$ cat config.mk
export PLATFORM = sky130hd
export DESIGN_NAME = otf_framer
export DESIGN_NICKNAME = d
export VERILOG_FILES = /design/src/rtl/otf_dummy_unused.v /design/src/rtl/otf_framer.v /design/src/rtl/otf_frame_sync.v
export VERILOG_INCLUDE_DIRS = /design/src /design/src/common
export SDC_FILE = /design/constraint.sdc
export NUM_CORES = 1
export LEC_CHECK = 0
export ABC_AREA = 0
export BUFFER_PORTS_ARGS = -buffer_cell sky130_fd_sc_hd__buf_4
export CORE_MARGIN = 10
export CORE_UTILIZATION = 59
export DETAILED_ROUTE_END_ITERATION = 12
export PLACE_DENSITY = 0.79
export SYNTH_ARGS = -nofsm -noshare
export SYNTH_HDL_FRONTEND = slang
export SYNTH_HIERARCHICAL = 1
export SYNTH_SLANG_ARGS = --single-unit
$ cat constraint.sdc
create_clock -name CORE_CLK -period 3.2 [get_ports CORE_CLK]
set_clock_uncertainty 0.2 [all_clocks]
set_input_delay 0.48 -clock CORE_CLK [delete_from_list [all_inputs] [get_ports CORE_CLK]]
set_output_delay 0.48 -clock CORE_CLK [all_outputs]
set_load 0.005 [all_outputs]
$ cat src/common/otf_regs.vh
`ifndef OTF_REGS_VH
`define OTF_REGS_VH

// Frame geometry: one 256-bit frame, 8000 frames per second
`define OTF_FRAME_BITS 256
`define OTF_FRAME_HZ 8000
`define OTF_BYTE_BITS 8

// Line rate and core rate in kHz, for the bit-rate accumulator
`define OTF_LINE_KHZ 2048
`define OTF_CORE_KHZ 10000
`define OTF_ACC_W 14
`define OTF_ACC_INC 14'h0800
`define OTF_ACC_MOD 14'h2710
`define OTF_ACC_HALF 14'h1388

// Timeslot 0 words: alignment word on even frames, other word on odd
`define OTF_FAS_WORD 8'h9b
`define OTF_NFAS_WORD 8'hdf
`define OTF_NFAS_RAI 8'hff
`define OTF_IDLE_WORD 8'hff
`define OTF_FAS_PAT 7'h1b

// Timeslot positions in the 32-slot frame
`define OTF_SLOT_ALIGN 5'h00
`define OTF_SLOT_PAYLOAD 5'h01

// Receiver bit positions counted from the end of an alignment word
`define OTF_RX_POS_PAY0 9'h007
`define OTF_RX_POS_NFAS 9'h0ff
`define OTF_RX_POS_PAY1 9'h107
`define OTF_RX_POS_FAS 9'h1ff

// Consecutive word errors that drop frame alignment
`define OTF_LOF_ERRS 2'h3

// Switch fields
`define OTF_SW_INTERNAL 0

`endif

$ cat src/rtl/otf_dummy_unused.v
`timescale 1ns/1ns
`default_nettype none
`default_nettype wire

$ cat src/rtl/otf_framer.v
// Overview of operation
// - Only one 64 kbps channel is carried, one payload byte per frame.
// - Each frame is 256 bits sent 8000 times a second, 2048 kbps on line.
// - Timeslot 0 carries the alternating alignment words so a mux locks.
// - Internal timing makes the transmit bit clock from the core clock.
// - Loop timing takes the transmit bit clock from the received line.
// - Only one end of a link may be the timing source.
// - Switch 0 of the six static switches selects the clock configuration; the other five are unused.
`timescale 1ns/1ns
`default_nettype none
`include "otf_regs.vh"

module otf_framer
(
	// Clock and reset
	input wire CORE_CLK,
	input wire ARST_N,
	// Static configuration switches
	input wire [5:0] SW_CFG,
	// Line receive side
	input wire LINE_RX_CLK,
	input wire LINE_RXD,
	// Line transmit side
	output reg LINE_TX_CLK,
	output reg LINE_TXD,
	// Transmit payload
	input wire [7:0] TX_PAYLOAD,
	output reg TX_PAYLOAD_TAKE,
	// Receive payload and status
	output wire [7:0] RX_PAYLOAD,
	output wire RX_PAYLOAD_VALID,
	output wire RX_LOF,
	output reg INTERNAL_TIMING
);

	// Synchronisers for switches and line pins
	reg [5:0] sw_meta_q;
	reg [5:0] sw_q;
	reg rxc_meta_q;
	reg rxc_q;
	reg rxc_prev_q;
	reg rxd_meta_q;
	reg rxd_q;
	// Bit-rate accumulator for internal timing
	reg [`OTF_ACC_W-1:0] acc_q;
	reg [`OTF_ACC_W-1:0] acc_d;
	reg nco_tick;
	// Transmit framing
	reg [2:0] bit_q;
	reg [4:0] slot_q;
	reg odd_q;
	reg [7:0] tx_sr_q;
	reg [2:0] bit_d;
	reg [4:0] slot_d;
	reg odd_d;
	reg [7:0] tx_sr_d;
	reg txd_d;
	reg take_d;
	reg [7:0] next_word;
	wire rx_rise;
	wire rx_fall;
	wire tx_tick;
	wire last_bit;
	wire [4:0] next_slot;
	wire lof;

	// Switch and line receive inputs pass two flip-flops before use
	always @(posedge CORE_CLK or negedge ARST_N)
	begin
		if (!ARST_N)
		begin
			sw_meta_q <= 6'h00;
			sw_q <= 6'h00;
			rxc_meta_q <= 1'b0;
			rxc_q <= 1'b0;
			rxc_prev_q <= 1'b0;
			rxd_meta_q <= 1'b0;
			rxd_q <= 1'b0;
		end
		else
		begin
			sw_meta_q <= SW_CFG;
			sw_q <= sw_meta_q;
			rxc_meta_q <= LINE_RX_CLK;
			rxc_q <= rxc_meta_q;
			rxc_prev_q <= rxc_q;
			rxd_meta_q <= LINE_RXD;
			rxd_q <= rxd_meta_q;
		end
	end

	// Edges of the recovered line clock
	assign rx_rise = rxc_q & ~rxc_prev_q;
	assign rx_fall = ~rxc_q & rxc_prev_q;

	// Timing mode from the switches
	// switch decode
	always @(posedge CORE_CLK or negedge ARST_N)
	begin
		if (!ARST_N)
			INTERNAL_TIMING <= 1'b0;
		else
			INTERNAL_TIMING <= sw_q[`OTF_SW_INTERNAL];
	end

	// Fractional divider: 2048 ticks per 10000 core cycles
	// internal bit clock
	always @*
	begin
		nco_tick = 1'b0;
		acc_d = acc_q + `OTF_ACC_INC;
		if (acc_d >= `OTF_ACC_MOD)
		begin
			acc_d = acc_d - `OTF_ACC_MOD;
			nco_tick = 1'b1;
		end
	end

	always @(posedge CORE_CLK or negedge ARST_N)
	begin
		if (!ARST_N)
			acc_q <= {`OTF_ACC_W{1'b0}};
		else
			acc_q <= acc_d;
	end

	// Transmit bit strobe from the selected source
	// loop timing source
	assign tx_tick = INTERNAL_TIMING ? nco_tick : rx_fall;

	// Transmit clock out: internal halves, or line clock echoed
	always @(posedge CORE_CLK or negedge ARST_N)
	begin
		if (!ARST_N)
			LINE_TX_CLK <= 1'b0;
		else if (INTERNAL_TIMING)
			LINE_TX_CLK <= (acc_q >= `OTF_ACC_HALF);
		else
			LINE_TX_CLK <= rxc_q;
	end

	// Frame position: 8 bits per slot, 32 slots per frame
	assign last_bit = (bit_q == 3'h7);
	assign next_slot = slot_q + 5'h01;

	// Word for the next timeslot
	// alignment words
	always @*
	begin
		next_word = `OTF_IDLE_WORD;
		if (next_slot == `OTF_SLOT_ALIGN)
		begin
			if (odd_q)
				next_word = `OTF_FAS_WORD;
			else if (lof)
				next_word = `OTF_NFAS_RAI;
			else
				next_word = `OTF_NFAS_WORD;
		end
		else if (next_slot == `OTF_SLOT_PAYLOAD)
			next_word = TX_PAYLOAD;
	end

	// Next bit, slot and frame position on each transmit strobe
	// 256-bit frame
	always @*
	begin
		bit_d = bit_q;
		slot_d = slot_q;
		odd_d = odd_q;
		tx_sr_d = tx_sr_q;
		txd_d = LINE_TXD;
		take_d = 1'b0;
		if (tx_tick)
		begin
			bit_d = bit_q + 3'h1;
			if (last_bit)
			begin
				// New slot: its word goes out MSB first
				slot_d = next_slot;
				if (next_slot == `OTF_SLOT_ALIGN)
					odd_d = ~odd_q;
				txd_d = next_word[7];
				tx_sr_d = {next_word[6:0], 1'b1};
				take_d = (next_slot == `OTF_SLOT_PAYLOAD);
			end
			else
			begin
				txd_d = tx_sr_q[7];
				tx_sr_d = {tx_sr_q[6:0], 1'b1};
			end
		end
	end

	// Transmit shift register and frame counters
	always @(posedge CORE_CLK or negedge ARST_N)
	begin
		if (!ARST_N)
		begin
			bit_q <= 3'h7; // First strobe opens slot 0
			slot_q <= 5'h1f;
			odd_q <= 1'b1; // First frame carries the alignment word
			tx_sr_q <= `OTF_IDLE_WORD;
			LINE_TXD <= 1'b1;
			TX_PAYLOAD_TAKE <= 1'b0;
		end
		else
		begin
			bit_q <= bit_d;
			slot_q <= slot_d;
			odd_q <= odd_d;
			tx_sr_q <= tx_sr_d;
			LINE_TXD <= txd_d;
			TX_PAYLOAD_TAKE <= take_d;
		end
	end

	// Receive alignment and payload extraction
	// frame search
	otf_frame_sync u_sync
	(
		.clk(CORE_CLK),
		.arst_n(ARST_N),
		.bit_stb(rx_rise),
		.bit_in(rxd_q),
		.lof(lof),
		.pay_data(RX_PAYLOAD),
		.pay_stb(RX_PAYLOAD_VALID)
	);

	assign RX_LOF = lof;

endmodule
`default_nettype wire

$ cat src/rtl/otf_frame_sync.v
`timescale 1ns/1ns
`default_nettype none
`include "otf_regs.vh"

module otf_frame_sync
(
	// Clock and reset
	input wire clk,
	input wire arst_n,
	// Received bit stream
	input wire bit_stb,
	input wire bit_in,
	// Alignment and payload
	output reg lof,
	output reg [7:0] pay_data,
	output reg pay_stb
);

	localparam ST_HUNT = 2'h0;
	localparam ST_CONFIRM = 2'h1;
	localparam ST_SYNC = 2'h2;

	reg [1:0] state_q;
	reg [1:0] state_d;
	reg [7:0] sr_q;
	reg [7:0] sr_d;
	reg [8:0] pos_q;
	reg [8:0] pos_d;
	reg [1:0] errs_q;
	reg [1:0] errs_d;
	wire [7:0] sr_n;
	wire fas_ok;
	wire nfas_ok;
	wire at_fas;
	wire at_nfas;
	wire at_check;
	wire word_ok;
	wire at_pay;
	wire pay_hit;
	wire last_err;

	// Shift register holding the last eight bits, first bit in bit 7
	assign sr_n = {sr_q[6:0], bit_in};
	assign fas_ok = (sr_n[6:0] == `OTF_FAS_PAT);
	assign nfas_ok = sr_n[6];
	assign at_fas = (pos_q == `OTF_RX_POS_FAS);
	assign at_nfas = (pos_q == `OTF_RX_POS_NFAS);
	assign at_check = at_fas | at_nfas;
	assign word_ok = at_fas ? fas_ok : nfas_ok;
	assign at_pay = (pos_q == `OTF_RX_POS_PAY0) |
		(pos_q == `OTF_RX_POS_PAY1);

	// Payload byte complete while aligned; last tolerated word error
	assign pay_hit = bit_stb && at_pay && (state_q == ST_SYNC);
	assign last_err = (errs_q == (`OTF_LOF_ERRS - 2'h1));

	// Alignment search and check, one step per received bit
	// hunt and check
	always @*
	begin
		state_d = state_q;
		sr_d = sr_q;
		pos_d = pos_q;
		errs_d = errs_q;
		if (bit_stb)
		begin
			sr_d = sr_n;
			pos_d = pos_q + 9'h001;
			case (state_q)
				ST_HUNT:
				begin
					pos_d = 9'h000;
					if (fas_ok)
						state_d = ST_CONFIRM;
				end
				ST_CONFIRM:
				begin
					if (at_check && !word_ok)
						state_d = ST_HUNT;
					else if (at_fas)
					begin
						state_d = ST_SYNC;
						errs_d = 2'h0;
					end
				end
				ST_SYNC:
				begin
					if (at_check && word_ok)
						errs_d = 2'h0;
					else if (at_check)
					begin
						errs_d = errs_q + 2'h1;
						if (last_err)
							state_d = ST_HUNT;
					end
				end
				default:
					state_d = ST_HUNT;
			endcase
		end
	end

	// State registers, held between received bits by the next-state logic
	always @(posedge clk or negedge arst_n)
	begin
		if (!arst_n)
		begin
			state_q <= ST_HUNT;
			sr_q <= 8'h00;
			pos_q <= 9'h000;
			errs_q <= 2'h0;
		end
		else
		begin
			state_q <= state_d;
			sr_q <= sr_d;
			pos_q <= pos_d;
			errs_q <= errs_d;
		end
	end

	// Outputs: loss flag and payload byte
	// loss report
	always @(posedge clk or negedge arst_n)
	begin
		if (!arst_n)
		begin
			lof <= 1'b1;
			pay_data <= 8'h00;
			pay_stb <= 1'b0;
		end
		else
		begin
			lof <= (state_q != ST_SYNC);
			pay_stb <= pay_hit;
			pay_data <= pay_hit ? sr_n : pay_data;
		end
	end

endmodule
`default_nettype wire

==> impl_metrics.py, run 1 <==
metrics = {
    "cts": {
        "clock_latency_ns": 0.34,
        "clockBufferDepth": 2,
        "cts_htree_levels": 3,
        "cts_buffers": 9,
        "cts_tree": "built",
        "cts_sinks": 67,
        "post_cts_buffers": 0,
        "root_buffer": "clkbuf_8",
        "clk_pin_slew_ns": 0.08,
        "postCtsHoldBufs": 0,
        "cts_resized": 0,
    },
    "synthesis": {
        "yosysMostFrequentCell": "dfrtp_1",
        "avgSynthCellArea_um2": 11.7,
        "ys_warn_count": 6,
        "yosysSeqAreaShare_pct": 50.1,
        "netlist_top_cells_count": "49 x dfrtp_1, 19 x mux2_2, 18 x dfstp_2, 15 x nor2_1",
        "yosysTopAreaCell": "dfrtp_1",
        "yosysUniqueCellTypes": 68,
        "ys_seq_elements": 67,
        "synth_ff_type": "dfrtp_1",
        "synth_edf_count": 0,
        "netlist_instances": 291,
        "synth.cell_area_mm2": 0.00339,
        "async_flop_share_pct": 100,
        "synth.area.top_cells": "dfrtp_1 36%, dfstp_2 14%, mux2_2 6.3%, ha_1 4.8%, xnor2_1 2.8%",
        "synth_top_area_share_pct": 36.1,
        "synthesis.nets": 322,
    },
    "cells_and_area": {
        "num_antenna_cells": 0,
        "fill_cells": 425,
        "layout-drive-gt1-share_pct": 30.1,
        "final_area_mm2": 0.00384,
        "final_nets": 352,
        "syn_to_final_growth_pct": 13.2,
    },
    "setup_path": {
        "cp.required_ns": 3.23,
        "endpoint_kind": "flop",
        "crit_type": "flop to flop",
        "max_stage_delay_ns": 0.71,
        "crit_top_cell": "ha_1",
        "r2r-start": "u_sync/pos_q[0]",
        "start_kind": "flop",
        "critPathSlowestCell": "or4b_2",
        "startpoint": "u_sync/pos_q[0]",
        "cp.arrival_ns": 3.05,
        "worstPathMaxFanout": 7,
        "path_cells": "ha_1 -> nand2_1 -> nor2_1 -> and3_1 -> ha_1 -> or4b_2 -> o311ai_0 -> mux2_2",
    },
    "detailed_routing": {
        "drt-initial-drc-count": 126,
        "vias_per_cell": 6.03,
        "dr.pass1.iters": 5,
        "drt_wl_total_um": 6560,
        "drc": 0,
        "drtAntennaViolNets": 0,
        "wl_per_cell_um": 16.5,
        "num_vias": 2400,
    },
    "grt": {
        "gr-total-overflow": 0,
        "grt_pass1_vias": 2379,
        "antenna_found_initial": 0,
        "grt_usage_pct": 15.5,
        "grt_max_degree": 68,
        "grt_pass1_wl_um": 11300,
    },
    "power": {
        "powerDensity_mw_per_mm2": 577,
        "ir_drop_v": 0.000457,
        "p_leak_nw": 1.65,
    },
    "place": {
        "port-buffer-count": 26,
        "dpl_cell_area_mm2": 0.00364,
        "dp_hpwl_um": 4330,
        "gp_congestion": 0.836,
    },
    "sta": {
        "slew_viol_final": 0,
        "finalCritPeriodShare_pct": 94.3,
        "finalHoldViolations": 0,
        "rsz0062_at_grt": "no",
        "setup_viol": 0,
        "fin_crit_ns": 3.02,
        "slew_headroom_pct": 45.4,
        "worstMarginPinSlew_ns": 0.819,
        "setup_tns_ns": 0,
        "fmax_ghz": 0.331,
    },
    "die": {
        "ioPinCount": 32,
        "die_x_um": 95.8,
        "dieHeight_um": 95.8,
        "start_util_pct": 61.2,
        "core_mm2": 0.00554,
        "fp-row-count": 27,
        "die_area_mm2": 0.00918,
    },
    "job": {
        "cap_violations": 0,
    },
    "outcome": {
        "status": "finished, final reports clean",
    },
    "worst_hold_path": {
        "hold_class": "input port to asynchronous set/reset pin",
    },
}
flip-flops by register name, indices dropped and copies added, names as in the netlist, 2 cells and up:
register and cells:
acc_q 10, bit_q 3, slot_q 5, tx_sr_q 7, u_sync/errs_q 2, u_sync/pay_data 8, u_sync/pos_q 9, u_sync/sr_q 7
u_sync/state_q 2
metrics by stage:
stage	power, mW	util (%)	setup WS [ns]	instances	hold slack, ns
floorplan	1.40	-	0.418	291	-0.0156
global placement	1.50	65.7	0.315	382	0.133
detailed placement	1.52	65.7	0.264	382	0.142
CTS	2.24	69.4	0.201	398	0.0277
global route	2.35	69.4	0.0975	398	0.0160
finish	2.22	69.4	0.182	398	0.0370
metal layers:
metal | track usage [%] | wire (um) | up-vias
met5 | 0 | 0 | -
met4 | 6.76 | 90 | 0
met3 | 4.51 | 316 | 6
met2 | 24.2 | 3130 | 50
met1 | 19.6 | 3020 | 1191
li1 | - | - | 1153
worst paths after layout:
path,end,slack (ns),cells past startpoint
min in group CORE_CLK,rxd_meta_q,0.04,1
max in group asynchronous,u_sync/pos_q[0],2.24,1
hold / removal,acc_q[10],0.04,1
setup / recovery,u_sync/state_q[0],0.18,8
hold reg to reg,sw_q[0],0.15,0
setup reg to reg,u_sync/state_q[0],0.18,8
area by class of cell:
class | count | area [um2] | share of cell area, %
Sequential cell | 67 | 1700 | 44.2
Multi-Input combinational cell | 203 | 1600 | 41.7
Timing Repair Buffer | 27 | 203 | 5.28
Clock buffer | 9 | 124 | 3.22
Tap cell | 72 | 90.1 | 2.34
Clock inverter | 7 | 76.3 | 1.99
Inverter | 13 | 48.8 | 1.27
power by group:
| part | switching [mW] | leakage (nW) | internal, mW |
|---|---|---|---|
| logic | 0.195 | 0.730 | 0.189 |
| registers | 0.110 | 0.822 | 1.02 |
| clock network | 0.345 | 0.0962 | 0.365 |
| total | 0.649 | 1.65 | 1.57 |
cells by family (layout without fill, tap and decap cells):
kind of cell	Yosys count	count (layout)	share of synthesized area, %
AO/OA/AOI/OAI	72	72	16.7
XOR/XNOR	17	17	4.61
adder cells (fa/ha/maj)	13	13	4.79
buffers and inverters	21	56	2.73
flip-flops	67	67	50.1
multiplexers	21	21	6.90
AND/OR/NAND/NOR	80	80	14.2
critical path, delay by kind of cell (launching register included):
| kind | cells | cell delay, ns |
|---|---|---|
| mux | 1 | 0.40 |
| compound gates | 1 | 0.20 |
| fa+ha+maj | 2 | 0.52 |
| flops | 1 | 0.42 |
| simple gates | 4 | 1.16 |
layout by cell type, fill, tap and decap left out, types with 5 or more instances in the layout:
master / synthesis / routed
nand2b_1: 8 / 8
mux2_2: 19 / 19
clkbuf_8: 0 / 9
nor2_1: 15 / 15
dfstp_2: 18 / 18
o31ai_1: 8 / 8
o21ai_0: 8 / 8
buf_4: 1 / 27
nand3_1: 6 / 6
nand2_1: 11 / 11
dfrtp_1: 49 / 49
inv_1: 13 / 13
ha_1: 13 / 13
xnor2_1: 11 / 11
xor2_1: 5 / 5
nor2b_1: 6 / 6
o211ai_1: 9 / 9
a21oi_1: 7 / 7
a2111oi_0: 5 / 5
Note: power is estimated with default switching activity, not from simulation.
==> run 2: changes to the inputs <==
- PLACE_DENSITY: 0.79 -> 0.91
==> run 2 against run 1 <==
Final cell count rose by 0.25%. Critical path type unchanged. Flip-flop and latch count unchanged. Register-to-register slack better by 0.03 ns. Critical path depth increased by 1. Largest cell class unchanged. Routed wire length grew 1.6%. Core utilization increased by 0.27 points.
==> impl_metrics.py, run 2 (synthesized netlist as in run 1, its figures left out) <==
metrics = {
    "cells_and_area": {
        "final_nets": 353,
        "final_area_mm2": 0.00386,
        "fill_cells": 416,
        "top_register": "acc_q",
        "layout-drive-gt1-share_pct": 30.3,
        "fin_cells": 399,
        "final_common_cell": "dfrtp_1",
        "top_regs": "acc_q (10), u_sync/pos_q (9), u_sync/pay_data (8)",
        "num_antenna_cells": 0,
        "postLayoutCoreUtil_pct": 69.6,
        "syn_to_final_growth_pct": 13.7,
        "largest_reg_flops": 10,
        "mostFrequentLayoutCells": "49 x dfrtp_1, 28 x buf_4, 19 x mux2_2",
    },
    "sta": {
        "finalCritPeriodShare_pct": 93.5,
        "worstMarginPinSlew_ns": 0.819,
        "fmax_ghz": 0.334,
        "rsz0062_at_grt": "no",
        "setup_tns_ns": 0,
        "finalHoldViolations": 0,
        "fin_ws_ns": 0.207,
        "slew_headroom_pct": 45.4,
        "hold_slack_ns": 0.00649,
        "fin_crit_ns": 2.99,
        "slew_viol_final": 0,
        "setup_viol": 0,
    },
    "cts": {
        "post_cts_buffers": 0,
        "cts_sinks": 67,
        "cts_resized": 0,
        "root_buffer": "clkbuf_8",
        "clk_pin_slew_ns": 0.07,
        "cts_tree": "built",
        "clock_latency_ns": 0.35,
        "postCtsHoldBufs": 0,
        "cts_buffers": 9,
        "cts_htree_levels": 3,
        "clockBufferDepth": 2,
    },
    "setup_path": {
        "max_stage_delay_ns": 0.70,
        "cp_num_buf_inv": 0,
        "cp.required_ns": 3.23,
        "endpoint_kind": "flop",
        "crit_type": "flop to flop",
        "worst-path-stages": 9,
        "worstPathMaxFanout": 7,
        "start_kind": "flop",
        "path_cells": "ha_1 -> nand2_1 -> nor2_1 -> and3_1 -> ha_1 -> or4b_2 -> o211ai_1 -> nor4_1 -> a211o_1",
        "critPathSlowestCell": "or4b_2",
        "crit_family": "simple AND/OR/NAND/NOR gates",
        "cp.arrival_ns": 3.02,
        "reg2regPathDepth": 9,
        "crit_top_cell": "ha_1",
    },
    "grt": {
        "grt_pass1_vias": 2411,
        "antenna_found_initial": 0,
        "gr-total-overflow": 0,
        "grt_usage_pct": 16.1,
        "grt_pass1_wl_um": 11600,
        "grt_max_degree": 68,
    },
    "detailed_routing": {
        "drtAntennaViolNets": 0,
        "drt-initial-drc-count": 124,
        "vias_per_cell": 6.10,
        "drt_wl_total_um": 6660,
        "dr.pass1.iters": 4,
        "wl_per_cell_um": 16.7,
        "num_vias": 2435,
        "drc": 0,
    },
    "die": {
        "dieHeight_um": 95.8,
        "ioPinCount": 32,
        "fp-row-count": 27,
        "die_area_mm2": 0.00918,
        "start_util_pct": 61.2,
        "die_x_um": 95.8,
        "core_mm2": 0.00554,
    },
    "power": {
        "powerDensity_mw_per_mm2": 586,
        "ir_drop_v": 0.000512,
        "power_mw": 2.26,
        "p_leak_nw": 1.66,
    },
    "place": {
        "gp_congestion": 0.831,
        "dp_hpwl_um": 4620,
        "port-buffer-count": 26,
        "numPlacedInstances": 383,
        "place_ws_ns": 0.235,
        "dpl_cell_area_mm2": 0.00365,
    },
    "worst_hold_path": {
        "hold_class": "input port to asynchronous set/reset pin",
    },
    "outcome": {
        "status": "finished, final reports clean",
    },
    "job": {
        "cap_violations": 0,
    },
}
-- run 2: cell types whose count changed in the layout (fill, tap and decap cells not counted) --
cell        delta
buf_4          +1
inv_6          +1
clkinvlp_4     -2
clkbuf_8       +1
-- run 2: final timing paths --
path / from / to / slack [ns]
max in group asynchronous: ARST_N / u_sync/pos_q[2] / 2.24
max: u_sync/pos_q[0] / u_sync/errs_q[1] / 0.21
min reg2reg: rxc_meta_q / rxc_q / 0.16
max reg2reg: u_sync/pos_q[0] / u_sync/errs_q[1] / 0.21
min: ARST_N / acc_q[5] / 0.006
min in group CORE_CLK: LINE_RX_CLK / rxc_meta_q / 0.04
-- run 2: worst register-to-register path, stage by stage, from the launching register on --
cell and delay [ns]:
dfrtp_1 0.41, ha_1 0.25, nand2_1 0.17, nor2_1 0.10, and3_1 0.21, ha_1 0.27
or4b_2 0.70, o211ai_1 0.19, nor4_1 0.10, a211o_1 0.29
-- run 2: per-layer routing --
layer	track usage, %	wire length (um)	part of all wire (%)
met1	20.3	2870	43
met2	24.6	3270	49
met3	4.59	389	5.8
met4	8.48	142	2.1
met5	0	0	0
-- run 2: where the power goes --
part	internal, mW	leakage [nW]	total (mW)	switching (mW)
Combinational	0.196	0.735	0.400	0.204
Clock	0.389	0.108	0.733	0.344
Sequential	1.02	0.822	1.13	0.110
Total	1.60	1.66	2.26	0.658
-- run 2: cell type report --
class / count / area [um2] / share of cell area, %
well taps: 72 / 90.1 / 2.34
clock inverters: 6 / 70.1 / 1.82
clock buffers: 10 / 138 / 3.57
inverters: 13 / 48.8 / 1.27
multi-input cells: 203 / 1600 / 41.5
flip-flops and latches: 67 / 1700 / 44.0
repair buffers: 28 / 210 / 5.45
